## src/link_station_cfg.svh

```systemverilog
// link_station_cfg.svh: register offsets, field positions, reset values and
// switch decode constants for the fieldbus station configuration block.
// assumes nothing but being included by bare name; definitions only.
`ifndef LINK_STATION_CFG_SVH
`define LINK_STATION_CFG_SVH

// register byte offsets on the axi4-lite slave
`define CFG_OFS_STATUS       8'h00
`define CFG_OFS_CTRL         8'h04
`define CFG_OFS_LIVE         8'h08

// status register field positions
`define CFG_STAT_RATE_BIT    5
`define CFG_STAT_FRAME_BIT   1
`define CFG_STAT_ADDROK_BIT  2
`define CFG_STAT_RESV_BIT    3
`define CFG_STAT_LATCH_BIT   4
`define CFG_STAT_ONLINE_BIT  0
`define CFG_STAT_ADDR_LSB    8
`define CFG_STAT_BYTES_LSB   16
`define CFG_STAT_DIP_LSB     24
`define CFG_STAT_ROT_LSB     28

// control register: bit 0 holds the station off the link
`define CFG_CTRL_MUTE_BIT    0
`define CFG_CTRL_RST         1'h0

// live register: raw switches and the pending-change flag
`define CFG_LIVE_DIP_LSB     0
`define CFG_LIVE_ROT_LSB     4
`define CFG_LIVE_PEND_BIT    8

// link dip switch pin positions (pin 1 is bit 0)
`define CFG_DIP_RATE         0
`define CFG_DIP_FRAME        1
`define CFG_DIP_BASE         2
`define CFG_DIP_RESV         3

// station address bases and frame byte counts
`define CFG_ADDR_BASE_LO     8'h40
`define CFG_ADDR_BASE_HI     8'h50
`define CFG_ADDR_FACTORY     8'h41
`define CFG_FRAME_SHORT      6'h11
`define CFG_FRAME_LONG       6'h20

// axi response codes
`define CFG_RESP_OKAY        2'h0
`define CFG_RESP_SLVERR      2'h2

`endif

```

## src/link_station_pkg.sv

```systemverilog
// link_station_pkg.sv: types shared by the station configuration block.
// assumes the constants header is compiled alongside.
`default_nettype none
package link_station_pkg;

    // one-hot sequencer: sample once after reset, then hold forever
    typedef enum logic [1:0] {
        ST_SAMPLE = 2'h1,
        ST_HOLD   = 2'h2
    } cfg_state_t;

    // entire state of the top module
    typedef struct packed {
        cfg_state_t  state;
        logic        latched;
        logic [3:0]  dip;
        logic [3:0]  rot;
        logic        rate_10m;
        logic        frame_32b;
        logic [5:0]  frame_bytes;
        logic [7:0]  addr;
        logic        addr_ok;
        logic        resv_set;
        logic        online;
        logic        mute;
        logic        aw_got;
        logic [7:0]  aw_addr;
        logic        w_got;
        logic [31:0] w_data;
        logic [3:0]  w_strb;
        logic        awready;
        logic        wready;
        logic        bvalid;
        logic [1:0]  bresp;
        logic        arready;
        logic        rvalid;
        logic [31:0] rdata;
        logic [1:0]  rresp;
    } cfg_regs_t;

endpackage : link_station_pkg
`default_nettype wire

```

## src/switch_setting_decode.sv

```systemverilog
// switch_setting_decode.sv: combinational decode of the link dip switch and
// the address rotary switch into rate, frame length and station address.
// assumes the caller registers the results; no state is kept here.
`timescale 1ns/100ps
`default_nettype none
`include "link_station_cfg.svh"

module switch_setting_decode (
    input  wire logic [3:0] i_dip,
    input  wire logic [3:0] i_rot,
    output logic            o_rate_10m,
    output logic            o_frame_32b,
    output logic [5:0]      o_frame_bytes,
    output logic [7:0]      o_addr,
    output logic            o_addr_ok,
    output logic            o_resv_set
);

    logic [7:0] base;

    // rate and frame length; the legacy rate forces the short frame
    always_comb begin
        o_rate_10m    = i_dip[`CFG_DIP_RATE];
        o_frame_32b   = i_dip[`CFG_DIP_RATE] & i_dip[`CFG_DIP_FRAME];
        o_frame_bytes = o_frame_32b ? `CFG_FRAME_LONG : `CFG_FRAME_SHORT;
    end

    // address = base + rotary value; low base with rotary 0 disables
    always_comb begin
        base      = i_dip[`CFG_DIP_BASE] ? `CFG_ADDR_BASE_HI : `CFG_ADDR_BASE_LO;
        o_addr    = base + {4'h0, i_rot};
        o_addr_ok = i_dip[`CFG_DIP_BASE] | (i_rot != 4'h0);
        // reserved pin has no function; only reported so misuse is visible
        o_resv_set = i_dip[`CFG_DIP_RESV];
    end

endmodule : switch_setting_decode
`default_nettype wire

```

## src/link_station_config_decode.sv

```systemverilog
// link_station_config_decode.sv: latches the station switch settings once
// after power-on reset and serves them on an axi4-lite register slave.
// assumes i_rst_n is the power-on reset and switch inputs are synchronous.
//
// Overview of operation
// - pin 1 off picks 4 Mbps, on picks 10 Mbps; default on.
// - pin 2 off gives 17 byte frames, on gives 32; default on.
// - address is rotary plus 40H or 50H by pin 3; 40H+0 disables.
// - factory switches (pin 3 off, rotary 1) answer at 41H.
// - at 4 Mbps pin 2 is ignored and the frame is 17 bytes.
// - switch changes take effect only after the next power cycle.
//
// The AXI4-Lite slave port and the placing of the registers were left to the implementer.
`timescale 1ns/100ps
`default_nettype none
`include "link_station_cfg.svh"

module link_station_config_decode
    import link_station_pkg::*;
(
    input  wire logic        i_core_clk,
    input  wire logic        i_rst_n,
    input  wire logic [3:0]  i_link_dip_switch,
    input  wire logic [3:0]  i_address_rotary_switch,
    output logic             o_rate_10m,
    output logic             o_frame_32b,
    output logic [5:0]       o_frame_bytes,
    output logic [7:0]       o_station_addr,
    output logic             o_station_online,
    output logic             o_cfg_latched,
    input  wire logic [7:0]  i_s_axi_awaddr,
    input  wire logic        i_s_axi_awvalid,
    output logic             o_s_axi_awready,
    input  wire logic [31:0] i_s_axi_wdata,
    input  wire logic [3:0]  i_s_axi_wstrb,
    input  wire logic        i_s_axi_wvalid,
    output logic             o_s_axi_wready,
    output logic [1:0]       o_s_axi_bresp,
    output logic             o_s_axi_bvalid,
    input  wire logic        i_s_axi_bready,
    input  wire logic [7:0]  i_s_axi_araddr,
    input  wire logic        i_s_axi_arvalid,
    output logic             o_s_axi_arready,
    output logic [31:0]      o_s_axi_rdata,
    output logic [1:0]       o_s_axi_rresp,
    output logic             o_s_axi_rvalid,
    input  wire logic        i_s_axi_rready
);

    localparam cfg_regs_t REGS_RST = '{state: ST_SAMPLE, default: '0};

    cfg_regs_t r;
    cfg_regs_t n;

    logic        dec_rate_10m;
    logic        dec_frame_32b;
    logic [5:0]  dec_frame_bytes;
    logic [7:0]  dec_addr;
    logic        dec_addr_ok;
    logic        dec_resv_set;
    logic        aw_hs;
    logic        w_hs;
    logic        ar_hs;
    logic        pending;
    logic [31:0] stat_word;
    logic [31:0] live_word;

    // decoder sees the live switches; its result is kept only when sampling
    switch_setting_decode u_decode (
        .i_dip         (i_link_dip_switch),
        .i_rot         (i_address_rotary_switch),
        .o_rate_10m    (dec_rate_10m),
        .o_frame_32b   (dec_frame_32b),
        .o_frame_bytes (dec_frame_bytes),
        .o_addr        (dec_addr),
        .o_addr_ok     (dec_addr_ok),
        .o_resv_set    (dec_resv_set)
    );

    // readback words; pending flags a switch moved since it was latched
    always_comb begin
        pending   = r.latched & ({i_address_rotary_switch, i_link_dip_switch} != {r.rot, r.dip});
        stat_word = 32'h0;
        stat_word[`CFG_STAT_ONLINE_BIT] = r.online;
        stat_word[`CFG_STAT_FRAME_BIT]  = r.frame_32b;
        stat_word[`CFG_STAT_ADDROK_BIT] = r.addr_ok;
        stat_word[`CFG_STAT_RESV_BIT]   = r.resv_set;
        stat_word[`CFG_STAT_LATCH_BIT]  = r.latched;
        stat_word[`CFG_STAT_RATE_BIT]   = r.rate_10m;
        stat_word[`CFG_STAT_ADDR_LSB +: 8]  = r.addr;
        stat_word[`CFG_STAT_BYTES_LSB +: 6] = r.frame_bytes;
        stat_word[`CFG_STAT_DIP_LSB +: 4]   = r.dip;
        stat_word[`CFG_STAT_ROT_LSB +: 4]   = r.rot;
        live_word = 32'h0;
        live_word[`CFG_LIVE_DIP_LSB +: 4] = i_link_dip_switch;
        live_word[`CFG_LIVE_ROT_LSB +: 4] = i_address_rotary_switch;
        live_word[`CFG_LIVE_PEND_BIT]     = pending;
    end

    // next state: switch sampling, station enable and the bus slave
    always_comb begin
        n     = r;
        aw_hs = i_s_axi_awvalid & r.awready;
        w_hs  = i_s_axi_wvalid & r.wready;
        ar_hs = i_s_axi_arvalid & r.arready;

        // one capture on the first edge after reset release, then frozen
        case (r.state)
            ST_SAMPLE: begin
                n.dip         = i_link_dip_switch;
                n.rot         = i_address_rotary_switch;
                n.rate_10m    = dec_rate_10m;
                n.frame_32b   = dec_frame_32b;
                n.frame_bytes = dec_frame_bytes;
                n.addr        = dec_addr;
                n.addr_ok     = dec_addr_ok;
                n.resv_set    = dec_resv_set;
                n.latched     = 1'b1;
                n.state       = ST_HOLD;
            end
            ST_HOLD: begin
                n.state = ST_HOLD;
            end
            default: begin
                n.state = ST_SAMPLE;
            end
        endcase

        // an invalid address or a software mute keeps the station off
        n.online = r.latched & r.addr_ok & ~r.mute;

        // write channels are taken in either order and paired here
        if (aw_hs) begin
            n.aw_got  = 1'b1;
            n.aw_addr = i_s_axi_awaddr;
        end
        if (w_hs) begin
            n.w_got  = 1'b1;
            n.w_data = i_s_axi_wdata;
            n.w_strb = i_s_axi_wstrb;
        end
        if (r.bvalid & i_s_axi_bready) begin
            n.bvalid = 1'b0;
        end
        if (n.aw_got & n.w_got & ~r.bvalid) begin
            n.aw_got = 1'b0;
            n.w_got  = 1'b0;
            n.bvalid = 1'b1;
            n.bresp  = `CFG_RESP_OKAY;
            case ({n.aw_addr[7:2], 2'h0})
                `CFG_OFS_CTRL: begin
                    if (n.w_strb[0]) begin
                        n.mute = n.w_data[`CFG_CTRL_MUTE_BIT];
                    end
                end
                // read-only words swallow writes without error
                `CFG_OFS_STATUS, `CFG_OFS_LIVE: begin
                    n.bresp = `CFG_RESP_OKAY;
                end
                default: begin
                    n.bresp = `CFG_RESP_SLVERR;
                end
            endcase
        end
        // one write at a time: channels reopen once the response is taken
        n.awready = ~n.aw_got & ~n.bvalid;
        n.wready  = ~n.w_got & ~n.bvalid;

        // read: answer one cycle after the address is taken
        if (r.rvalid & i_s_axi_rready) begin
            n.rvalid = 1'b0;
        end
        if (ar_hs) begin
            n.rvalid = 1'b1;
            n.rresp  = `CFG_RESP_OKAY;
            case ({i_s_axi_araddr[7:2], 2'h0})
                `CFG_OFS_STATUS: n.rdata = stat_word;
                `CFG_OFS_CTRL:   n.rdata = {31'h0, r.mute};
                `CFG_OFS_LIVE:   n.rdata = live_word;
                default: begin
                    n.rdata = 32'h0;
                    n.rresp = `CFG_RESP_SLVERR;
                end
            endcase
        end
        n.arready = ~n.rvalid;
    end

    // the only register process; reset loads constants only
    always_ff @(posedge i_core_clk or negedge i_rst_n) begin
        if (!i_rst_n) begin
            r <= REGS_RST;
        end else begin
            r <= n;
        end
    end

    // every output straight from the state register
    assign o_rate_10m       = r.rate_10m;
    assign o_frame_32b      = r.frame_32b;
    assign o_frame_bytes    = r.frame_bytes;
    assign o_station_addr   = r.addr;
    assign o_station_online = r.online;
    assign o_cfg_latched    = r.latched;
    assign o_s_axi_awready  = r.awready;
    assign o_s_axi_wready   = r.wready;
    assign o_s_axi_bresp    = r.bresp;
    assign o_s_axi_bvalid   = r.bvalid;
    assign o_s_axi_arready  = r.arready;
    assign o_s_axi_rdata    = r.rdata;
    assign o_s_axi_rresp    = r.rresp;
    assign o_s_axi_rvalid   = r.rvalid;

    // rate follows pin 1 as it was at the capture
    rate_select_a: assert property (
        @(posedge i_core_clk) disable iff (!i_rst_n)
        $rose(r.latched) |-> o_rate_10m == $past(i_link_dip_switch[`CFG_DIP_RATE]))
        else $error("rate does not follow pin 1 at capture");

    // long frame only with pin 2 on at the fast rate
    frame_length_a: assert property (
        @(posedge i_core_clk) disable iff (!i_rst_n)
        $rose(r.latched) |-> o_frame_bytes ==
            (($past(i_link_dip_switch[1:0]) == 2'h3) ? `CFG_FRAME_LONG : `CFG_FRAME_SHORT))
        else $error("frame length does not follow pins 1 and 2");

    // address is base plus rotary, and 40H+0 never goes online
    addr_form_a: assert property (
        @(posedge i_core_clk) disable iff (!i_rst_n)
        r.latched |-> (o_station_addr == ((r.dip[2] ? `CFG_ADDR_BASE_HI : `CFG_ADDR_BASE_LO)
            + {4'h0, r.rot})) && !(o_station_online && !r.dip[2] && r.rot == 4'h0))
        else $error("station address wrongly formed");

    // factory switches answer at the factory address
    factory_addr_a: assert property (
        @(posedge i_core_clk) disable iff (!i_rst_n)
        (r.latched && !r.dip[2] && r.rot == 4'h1 && !r.mute) |->
            o_station_addr == `CFG_ADDR_FACTORY ##1 o_station_online)
        else $error("factory setting does not give 41H");

    // legacy rate forces the short frame whatever pin 2 says
    legacy_frame_a: assert property (
        @(posedge i_core_clk) disable iff (!i_rst_n)
        (r.latched && !o_rate_10m) |-> !o_frame_32b && o_frame_bytes == `CFG_FRAME_SHORT)
        else $error("legacy rate with long frame");

    // once held, the configuration never moves while powered
    config_hold_a: assert property (
        @(posedge i_core_clk) disable iff (!i_rst_n)
        $past(r.latched) |-> $stable({o_rate_10m, o_frame_bytes, o_station_addr, r.dip, r.rot}))
        else $error("active configuration changed while powered");

    // capture happens on the first edge after reset release; the sampled reset
    // keeps the release edge itself, where nothing is captured yet, out of it
    sample_once_a: assert property (
        @(posedge i_core_clk) disable iff (!i_rst_n)
        i_rst_n && !r.latched |=> r.latched && r.dip == $past(i_link_dip_switch)
            && r.rot == $past(i_address_rotary_switch))
        else $error("switches not sampled at reset release");

endmodule : link_station_config_decode
`default_nettype wire

```

## config.mk

```make
export PLATFORM = sky130hd
export DESIGN_NAME = link_station_config_decode
export DESIGN_NICKNAME = d
export VERILOG_FILES = /design/src/link_station_pkg.sv /design/src/switch_setting_decode.sv /design/src/link_station_config_decode.sv
export VERILOG_INCLUDE_DIRS = /design/src
export SDC_FILE = /design/constraint.sdc
export NUM_CORES = 1
export LEC_CHECK = 0
export ABC_AREA = 1
export BUFFER_PORTS_ARGS = -buffer_cell sky130_fd_sc_hd__buf_2
export CAP_MARGIN = 20
export CORE_MARGIN = 4
export CORE_UTILIZATION = 47
export DETAILED_ROUTE_END_ITERATION = 10
export PLACE_DENSITY = 0.81
export SLEW_MARGIN = 5
export SYNTH_ARGS = -nofsm -noshare
export SYNTH_HDL_FRONTEND = slang
export SYNTH_SLANG_ARGS = --single-unit
```

## constraint.sdc

```tcl
create_clock -name i_core_clk -period 1.95 [get_ports i_core_clk]
set_clock_uncertainty 0.2 [all_clocks]
set_input_delay 0 -clock i_core_clk [delete_from_list [all_inputs] [get_ports i_core_clk]]
set_output_delay 0 -clock i_core_clk [all_outputs]
set_load 0.05 [all_outputs]
```

==> results by group, run 1 <==
Timing
  – Fin crit share: 97.57%
  – Slew headroom: 56.61%
  – Peak Freq: 0.5256 GHz
  – RSZ-0062 raised after global routing: yes
  – Final setup vio count: 0
  – Final Hold Vio Count: 0
  – Tightest Pin Transition: 0.6509 ns
  – Slew Limit Fails: 0
  – Minimum clock period: 1.903 ns

GRT
  – Initial antenna violation count: 0
  – First-pass GRT wire length: 9.798 mm
  – Vias in the first global route: 2095
  – Largest net degree at the start of global routing: 54
  – Remaining global-route overflow: 0
  – Total track usage: 17.41%

Layout
  – Nets: 469
  – Most frequent cells in the layout: nand2_1, buf_2, dfrtp_1
  – Area grow syn2layout: 23.32%
  – Most common cell after layout, fill and taps aside: nand2_1
  – # diodes: 0
  – Max FFs per register: 21
  – Final core occ: 59.82%
  – Finished Cell Area: 3314 um^2
  – Layout cells sized above 1: 24.13%
  – Most flops, register: r

Route
  – TritonRoute pass-1 iters: 4
  – Met2 routed WL: 3.119 mm
  – DRT iter0 DRCs: 171
  – Via count: 2201
  – WL final: 6.142 mm
  – DRC: 0
  – DR vias/cell: 4.643
  – Metal3 WL: 456 um
  – Top Layer Used: met4
  – ANT nets after route: 0
  – Met1 WL: 2.501 mm
  – WL/cell: 12.96 um

Worst setup path
  – Max incr delay on CP: 0.56 ns
  – Worst Path Arrival: 1.91 ns
  – CP Cell Sequence: nand2_2, inv_1, nand2_1, dlygate4sd3_1, nand2_1, nand3_1, nor2_2, nand3_1, nand2_1, inv_1
  – Critical path's slowest cell: dlygate4sd3_1
  – Top cell by count, worst path: nand2_1
  – CP Class: reg -> reg
  – CP Launch Type: flip-flop
  – CP Max Fanout: 4
  – WP buf/inv: 3
  – WP data required: 1.96 ns
  – Top delay family on crit path: buffers and inverters
  – Crit. End Element: flip-flop

Clocking
  – CTS HTree Levels: 2
  – CTS Buf Count: 5
  – CTS tree: done
  – Clock sink count: 53
  – CTS clk-pin slew, worst paths: 0.09 ns
  – CTS Buffer Depth: 2
  – Clock Root Buffer: clkbuf_8
  – Worst-skew pair later-pin latency: 0.31 ns

Synth
  – Cell count after synthesis: 321
  – Yosys top cell area share: 48.42%
  – Synth warn: 0
  – Fraction of registers with async set or reset after synthesis: 100.0%
  – Sequential-to-total area share from yosys stat: 49.39%
  – Post-synth top area cell: dfrtp_1
  – Synth unique cells: 31
  – Area contributors post-synth: dfrtp_1, buf_4, nand2_1
  – Mapped Avg Cell Area: 8.373 um^2
  – #FFs+latches synth: 53
  – Post-synth EDFFs: 0
  – Dominant synthesized flop cell: dfrtp_1
  – Mapped cell area: 2688 um^2

Run
  – Total of max-cap violations: 0

Floorplanning
  – Area of the core: 5540 um^2
  – Die H: 83.62 um
  – Die span in x: 83.62 um
  – IO Count: 126
  – Core Rows: 27
  – Die area: 6992 um^2
  – Starting Density: 48.51%

Place
  – Final GP Congestion: 0.7896
  – Hpwl dp: 3.839 mm
  – Port Buf Inserts: 73
  – Post-DP Area: 2813 um^2

Hold path
  – Hold WC Path Type: in -> reg

Power
  – Power Dens Cells: 891.7 nW/um^2
  – Peak VDD IR: 779.1 uV
  – Leakage power: 1.822 nW

Run status
  – Status: complete, no violations
-- metal layers --
| layer | track usage [%] | up-vias |
|---|---|---|
| li1 | - | 1080 |
| met1 | 21.65 | 1023 |
| met2 | 30.37 | 91 |
| met3 | 4.344 | 7 |
| met4 | 4.094 | 0 |
| met5 | 0 | - |
-- cells in the mapped netlist (2+ instances only) --
master / instances
nand2_1: 94
o21ai_0: 18
buf_4: 50
inv_1: 41
o21ai_1: 6
dfrtp_1: 52
nand3_1: 6
o31ai_1: 6
xnor2_1: 3
clkinv_1: 2
a21oi_1: 6
clkbuf_1: 4
nor2_2: 2
nor2_1: 14
-- worst reg2reg max path: cells and delay by family, from the launching register on --
kind | cells | cell delay [ns]
buffers and inverters | 3 | 0.66
flip-flops | 1 | 0.38
AND/OR/NAND/NOR | 7 | 0.56
-- path summary, 6_finish.rpt --
kind | start | endpoint | slack, ns | depth (start not counted)
min in group asynchronous | i_rst_n | o_s_axi_rresp[1] | 0.14 | 3
max in group asynchronous | i_rst_n | r[41] | 0.98 | 3
setup reg to reg | o_s_axi_wready | r[87] | 0.05 | 10
hold / removal | i_s_axi_awvalid | o_s_axi_awready | 0.05 | 5
hold reg to reg | r[87] | o_station_online | 0.25 | 1
setup / recovery | o_s_axi_wready | r[87] | 0.05 | 10
-- metrics by stage --
stage | cells | TNS (ns) | hold WS [ns] | setup WS, ns | total power [W]
3_3_place_gp | 427 | 0 | -0.04844 | 0.3217 | 0.002130
4_1_cts | 473 | 0 | 0.004191 | 0.05204 | 0.002903
2_1_floorplan | 334 | 0 | -0.4956 | 0.2214 | 0.002011
6_report | 474 | 0 | 0.04948 | 0.04730 | 0.002955
3_5_place_dp | 427 | 0 | -0.04302 | 0.3115 | 0.002148
5_1_grt | 474 | -0.08806 | 0.05448 | -0.07808 | 0.003131
-- kinds of logic (layout without fill, tap and decap cells) --
group                    count (synthesis)  count (layout)  synth area share, %
adder cells (fa/ha/maj)                  1               1               0.4655
AO/OA/AOI/OAI                           40              40                8.380
other                                    1              14               0.1395
buffers and inverters                   99             167                21.09
XOR/XNOR                                 3               3               0.9778
AND/OR/NAND/NOR                        124             124                19.55
flip-flops                              53              53                49.40
-- what timing repair did --
| action | in CTS | in global routing |
|---|---|---|
| resized for setup | 0 | 6 |
| buffers inserted | 0 | 1 |
| hold buffers | 38 | 0 |
| setup endpoints to repair | 0 | 5 |
| endpoints found under the hold margin | 95 | 0 |
-- power by group --
part	switching [W]	total [W]	leakage [nW]	internal (W)
clock network	0.000363	0.000617	0.0374	0.000254
logic	0.000668	0.00101	1.13	0.000344
registers	0.0000698	0.00133	0.649	0.00126
total	0.00110	0.00296	1.82	0.00185
-- layout make-up --
| class | instances | area, um^2 |
|---|---|---|
| Multi-Input combinational cell | 182 | 860.8 |
| Timing Repair Buffer | 115 | 779.5 |
| Inverter | 44 | 168.9 |
| Clock inverter | 2 | 15.01 |
| Tap cell | 72 | 90.09 |
| Sequential cell | 53 | 1328 |
| Fill cell | 489 | 2226 |
| Clock buffer | 6 | 72.57 |
Note: power is estimated with default switching activity, not from simulation.
==> inputs of run 2 (changes only) <==
CORE_UTILIZATION = 40   (was 47)
PLACE_DENSITY = 0.7   (was 0.81)
==> results by group, run 2 (same netlist as run 1, synthesis figures left out) <==
Route
  – ANT nets after route: 0 (unchanged)
  – DRT iter0 DRCs: 73 (-57%)
  – DR vias/cell: 4.498 (-3.1%)
  – WL/cell: 12.41 um (-4.2%)
  – TritonRoute pass-1 iters: 4 (unchanged)
  – DRC: 0 (unchanged)
  – WL final: 5.984 mm (-2.6%)
  – Via count: 2168 (-1.5%)

Layout
  – # diodes: 0 (unchanged)
  – Layout cells sized above 1: 24.94% (+0.81 points)
  – Final core occ: 52.58% (-7.2 points)
  – Area grow syn2layout: 25.65%
  – Most common cell after layout, fill and taps aside: nand2_1
  – Final cell count without fillers: 482 (+1.7%)
  – Most frequent cells in the layout: nand2_1, buf_2, dfrtp_1
  – Max FFs per register: 21 (unchanged)
  – Nets: 472 (+0.64%)
  – Most flops, register: r

Clocking
  – Worst-skew pair later-pin latency: 0.31 ns (about the same)
  – CTS HTree Levels: 2 (unchanged)
  – Clock sink count: 53 (unchanged)
  – Clock Root Buffer: clkbuf_8
  – CTS Buffer Depth: 2 (unchanged)
  – CTS Buf Count: 5 (unchanged)
  – CTS tree: done
  – CTS clk-pin slew, worst paths: 0.10 ns (about the same)

Floorplanning
  – Die H: 89.97 um (+7.6%)
  – IO Count: 126 (unchanged)
  – Die area: 8095 um^2 (+16%)
  – Starting Density: 41.85% (-6.7 points)
  – Die span in x: 89.97 um (+7.6%)
  – Core Rows: 29 (+7.4%)
  – Area of the core: 6422 um^2 (+16%)

GRT
  – Remaining global-route overflow: 0 (unchanged)
  – First-pass GRT wire length: 10.23 mm (+4.4%)
  – Total track usage: 15.34% (-2.1 points)
  – Largest net degree at the start of global routing: 34 (-37%)
  – Initial antenna violation count: 0 (unchanged)
  – Vias in the first global route: 2173 (+3.7%)

Timing
  – Slew headroom: 55.06% (-1.5 points)
  – RSZ-0062 raised after global routing: yes
  – Tightest Pin Transition: 0.6741 ns (+0.02324 ns)
  – Minimum clock period: 1.883 ns (-0.01997 ns)
  – Slew Limit Fails: 0 (unchanged)
  – Peak Freq: 0.5311 GHz (+1.1%)
  – Aggregate negative setup slack: 0 ns (unchanged)
  – Fin crit share: 96.55% (-1.0 points)
  – Final Hold Vio Count: 0 (unchanged)
  – Final setup margin: 0.06727 ns (+0.01997 ns)
  – Final setup vio count: 0 (unchanged)

Worst setup path
  – CP Launch Type: input port
  – R2r setup slk: 0.14 ns (+0.09 ns)
  – R2R cell count: 5 (-5)
  – Worst Path Arrival: 1.94 ns (+0.03 ns)
  – CP Max Fanout: 10 (+6)
  – WP data required: 2.01 ns (+0.05 ns)
  – Reg-to-Reg End: o_s_axi_rdata[29]
  – Crit. End Element: flip-flop
  – Reg2reg start: o_s_axi_arready
  – CP Class: in -> reg

Hold path
  – Hold WC Path Type: in -> async

Run
  – Total of max-cap violations: 0 (unchanged)

Power
  – Leakage power: 1.866 nW (+2.5%)
  – Clock Power Share: 24.8% (+3.9 points)
  – Combinational Power Share: 31.8% (-2.4 points)
  – Internal power: 0.001969 W (+6.2%)
  – Power Dens Cells: 904.4 nW/um^2 (+1.4%)
  – Net Sw Frac: 35.54% (-1.7 points)
  – Reg power frac: 43.4% (-1.5 points)
  – Net Sw Power: 0.001085 W (-1.4%)
  – Peak VDD IR: 703.3 uV (-9.7%)

Place
  – Hpwl dp: 4.071 mm (+6.0%)
  – Port Buf Inserts: 73 (unchanged)
  – Cell total after placement: 433 (+1.4%)
  – Place WS: 0.3072 ns (-0.004266 ns)
  – Final GP Congestion: 0.7813 (-1.1%)

Run status
  – Status: complete, no violations
==> run 2: power groups by stage <==
| stage | clock network (W) | registers, W | logic, W |
|---|---|---|---|
| 2_1_floorplan | 0 | 0.00146 | 0.000546 |
| 6_report | 0.000758 | 0.00132 | 0.000972 |
| 5_1_grt | 0.000825 | 0.00135 | 0.00107 |
| 3_5_place_dp | 0 | 0.00134 | 0.000807 |
| 4_1_cts | 0.000780 | 0.00132 | 0.000941 |
| 3_3_place_gp | 0 | 0.00134 | 0.000797 |
==> run 2: layout make-up <==
class                      instances  area (um^2)
fill                             590         3045
sequential                        53         1328
multi-input combinational        182        868.3
timing repair buffer             118        804.5
inverter                          44        168.9
tap                               77        96.34
clock buffer                       6        72.57
clock inverter                     2        38.79
==> run 2: layer usage <==
| layer | global-route usage [%] | up-vias | wire length, um |
|---|---|---|---|
| met5 | 0 | - | 0 |
| met4 | 6.122 | 0 | 145 |
| met3 | 4.174 | 16 | 374 |
| met2 | 26.32 | 78 | 2883 |
| met1 | 18.30 | 987 | 2581 |
| li1 | - | 1087 | - |
==> run 2: how the worst max path moves through the flow <==
stage                     cells past startpoint                end              start
after floorplan                               8   o_s_axi_bresp[1]    o_s_axi_awready
after global placement                        9              r[87]    o_s_axi_awready
after detailed placement                      9              r[87]    o_s_axi_awready
after CTS                                     5     o_s_axi_rvalid    o_s_axi_arready
after global routing                          8  o_s_axi_rdata[27]  i_s_axi_araddr[4]
final                                         8  o_s_axi_rdata[27]  i_s_axi_araddr[6]
==> run 2: repair_timing <==
item | 4_1_cts | 5_1_grt
hold endpoints to repair | 72 | 0
setup buffers | 0 | 2
endpoints found under the setup margin | 0 | 6
hold buffers | 40 | 0
resized for setup | 0 | 8
==> run 2: stage by stage <==
step | hold WS (ns) | power, W | instance area [um^2]
after floorplan | -0.4956 | 0.002011 | 2736
after global placement | -0.1210 | 0.002132 | 2826
after detailed placement | -0.1250 | 0.002150 | 2826
after CTS | 0.06437 | 0.003044 | 3338
after global routing | 0.1129 | 0.003244 | 3377
final | 0.04709 | 0.003054 | 3377
==> run 2: critical path, stage by stage <==
cell and delay (ns):
dlygate4sd3_1 0.55, buf_2 0.15, nor2_4 0.15, nand4_4 0.23, nor2_1 0.18, dlygate4sd3_1 0.57, nand2_1 0.06, nand2_1 0.05
==> inputs of run 3 (changes only) <==
==> constraint.sdc (replaced) <==
create_clock -name i_core_clk -period 1.95 [get_ports i_core_clk]
set_clock_uncertainty 0.2 [all_clocks]
set_input_delay 0.0975 -clock i_core_clk [delete_from_list [all_inputs] [get_ports i_core_clk]]
set_output_delay 0.0975 -clock i_core_clk [all_outputs]
set_load 0.05 [all_outputs]
==> results by group, run 3 (same netlist as run 1, synthesis figures left out) <==
Route
  – DRC: 0 (unchanged)
  – ANT nets after route: 0 (unchanged)
  – Via count: 2047 (-5.6%)
  – WL final: 5.590 mm (-6.6%)
  – DRT iter0 DRCs: 90 (+23%)
  – TritonRoute pass-1 iters: 4 (unchanged)
  – WL/cell: 12.02 um (-3.2%)
  – DR vias/cell: 4.402 (-2.1%)

Timing
  – Minimum clock period: 1.781 ns (-0.1021 ns)
  – Peak Freq: 0.5616 GHz (+5.7%)
  – Final setup vio count: 0 (unchanged)
  – Aggregate negative setup slack: 0 ns (unchanged)
  – Final setup margin: 0.1694 ns (+0.1021 ns)
  – RSZ-0062 raised after global routing: no
  – Final Hold Vio Count: 0 (unchanged)
  – Fin crit share: 91.31% (-5.2 points)
  – Slew Limit Fails: 0 (unchanged)

GRT
  – Total track usage: 14.74% (-0.60 points)
  – Vias in the first global route: 2080 (-4.3%)
  – Largest net degree at the start of global routing: 34 (unchanged)
  – Initial antenna violation count: 0 (unchanged)
  – Remaining global-route overflow: 0 (unchanged)
  – First-pass GRT wire length: 9.811 mm (-4.1%)

Layout
  – Layout cells sized above 1: 25.52% (+0.58 points)
  – # diodes: 0 (unchanged)
  – Most flops, register: r
  – Register area: 1328 um^2 (unchanged)
  – Area grow syn2layout: 19.13%
  – Max FFs per register: 21 (unchanged)
  – Number of fill cells: 602 (+2.0%)
  – Most frequent cells in the layout: nand2_1, buf_2, dfrtp_1
  – Multi-input logic area: 852.1 um^2 (-1.9%)
  – Most common cell after layout, fill and taps aside: nand2_1
  – Nets: 455 (-3.6%)

Run
  – Total of max-cap violations: 0 (unchanged)

Worst setup path
  – Setup crit start: i_s_axi_araddr[3]
  – Reg2reg start: o_s_axi_awready
  – CP Max Fanout: 8 (-2)
  – R2r setup slk: 0.32 ns (+0.18 ns)
  – R2R cell count: 9 (+4)
  – WP data required: 1.97 ns (-0.04 ns)
  – Max incr delay on CP: 0.65 ns (+0.08 ns)
  – Critical Path Stages: 5 (-3)
  – Crit. End Element: flip-flop
  – Reg-to-Reg End: r[87]
  – Top cell by count, worst path: dlygate4sd3_1
  – CP Launch Type: input port
  – Worst Path Arrival: 1.81 ns (-0.13 ns)
  – CP Cell Sequence: dlygate4sd3_1, buf_2, nand4_2, dlygate4sd3_1, o31ai_1
  – CP Capture Point: o_s_axi_rdata[6]
  – Critical path's slowest cell: dlygate4sd3_1
  – WP buf/inv: 3 (unchanged)
  – CP Class: in -> reg
  – Top delay family on crit path: buffers and inverters

Place
  – Hpwl dp: 4.099 mm (+0.70%)
  – Place WS: 0.3242 ns (+0.01696 ns)
  – Final GP Congestion: 0.7828 (+0.19%)
  – Port Buf Inserts: 73 (unchanged)

Run status
  – Status: complete, no violations

Power
  – Leakage power: 1.783 nW (-4.4%)
  – Combinational Power Share: 29.2% (-2.6 points)
  – Clock Power Share: 25.8% (+1.0 points)
  – Peak VDD IR: 821.9 uV (+17%)
  – Power Dens Cells: 916.9 nW/um^2 (+1.4%)
  – Net Sw Frac: 35.89% (+0.35 points)
  – Internal power: 0.001882 W (-4.4%)
  – Net Sw Power: 0.001054 W (-2.9%)
  – Reg power frac: 44.9% (+1.5 points)

Floorplanning
  – Die H: 89.97 um (unchanged)
  – IO Count: 126 (unchanged)
  – Die span in x: 89.97 um (unchanged)
  – Area of the core: 6422 um^2 (unchanged)
  – Core Rows: 29 (unchanged)
  – Die area: 8095 um^2 (unchanged)
  – Starting Density: 41.85% (unchanged)

Clocking
  – Clock Root Buffer: clkbuf_8
  – CTS HTree Levels: 2 (unchanged)
  – CTS Buf Count: 5 (unchanged)
  – CTS tree: done
  – CTS Buffer Depth: 2 (unchanged)
  – Clock sink count: 53 (unchanged)
  – Post-CTS Setup Inserts: 0 (unchanged)
  – CTS clk-pin slew, worst paths: 0.10 ns (about the same)
  – Worst-skew pair later-pin latency: 0.31 ns (about the same)

Hold path
  – Hold WC Path Type: in -> reg
[run 3: worst min path at each step]
stage | from | endpoint | slack (ns) | depth (start not counted)
2_1_floorplan | i_rst_n | o_cfg_latched | -0.40 | 0
3_3_place_gp | i_rst_n | o_s_axi_rdata[29] | -0.18 | 1
3_5_place_dp | i_rst_n | o_s_axi_rdata[24] | -0.18 | 1
4_1_cts | i_s_axi_araddr[4] | o_s_axi_rdata[30] | 0.002 | 4
5_1_grt | i_s_axi_araddr[4] | o_s_axi_rdata[30] | 0.02 | 4
6_report | i_s_axi_araddr[4] | o_s_axi_rdata[25] | 0.004 | 4
[run 3: metrics by stage]
step	cells	hold WS [ns]	cell area (um^2)	total power [W]	util, %
final	465	0.003581	3202	0.002936	49.85
after global routing	465	0.01781	3202	0.003120	49.85
after CTS	466	0.002047	3202	0.002957	49.85
after detailed placement	433	-0.1799	2839	0.002153	44.20
after global placement	433	-0.1829	2839	0.002135	44.20
after floorplan	334	-0.3981	2736	0.002011	-
[run 3: repair_timing]
item / CTS / global route
hold buffers: 25 / 0
endpoints found under the hold margin: 86 / 0
gates resized for setup: 0 / 4
endpoints found under the setup margin: 0 / 1
[run 3: power groups by stage]
stage          clock network (W)  registers, W  logic (W)
2_1_floorplan                  0       0.00146   0.000546
3_3_place_gp                   0       0.00134   0.000800
3_5_place_dp                   0       0.00134   0.000814
4_1_cts                 0.000780       0.00132   0.000856
5_1_grt                 0.000830       0.00134   0.000952
6_report                0.000758       0.00132   0.000858
[run 3: layout make-up]
cell class	count	share of cell area, %
timing repair buffer	101	20.24
clock buffer	5	2.149
inverter	44	5.158
tap	77	3.009
clock inverter	3	1.368
multi-input combinational	182	26.61
sequential	53	41.46
[run 3: layer usage]
layer  global-route usage (%)  routed length (um)  share of wire (%)
met1                    17.88                2484                 44
met2                    25.69                2685                 48
met3                    3.589                 317                5.7
met4                    4.974                 102                1.8
met5                        0                   0                  0
[run 3: worst register-to-register path, stage by stage (launching register included)]
cell and delay, ns:
dfrtp_1 0.40, nand2_2 0.18, inv_1 0.08, or2_4 0.25
nand3_1 0.18, nor2_2 0.06, nand2_1 0.06, nand2_1 0.04
nand2_1 0.06, inv_1 0.03
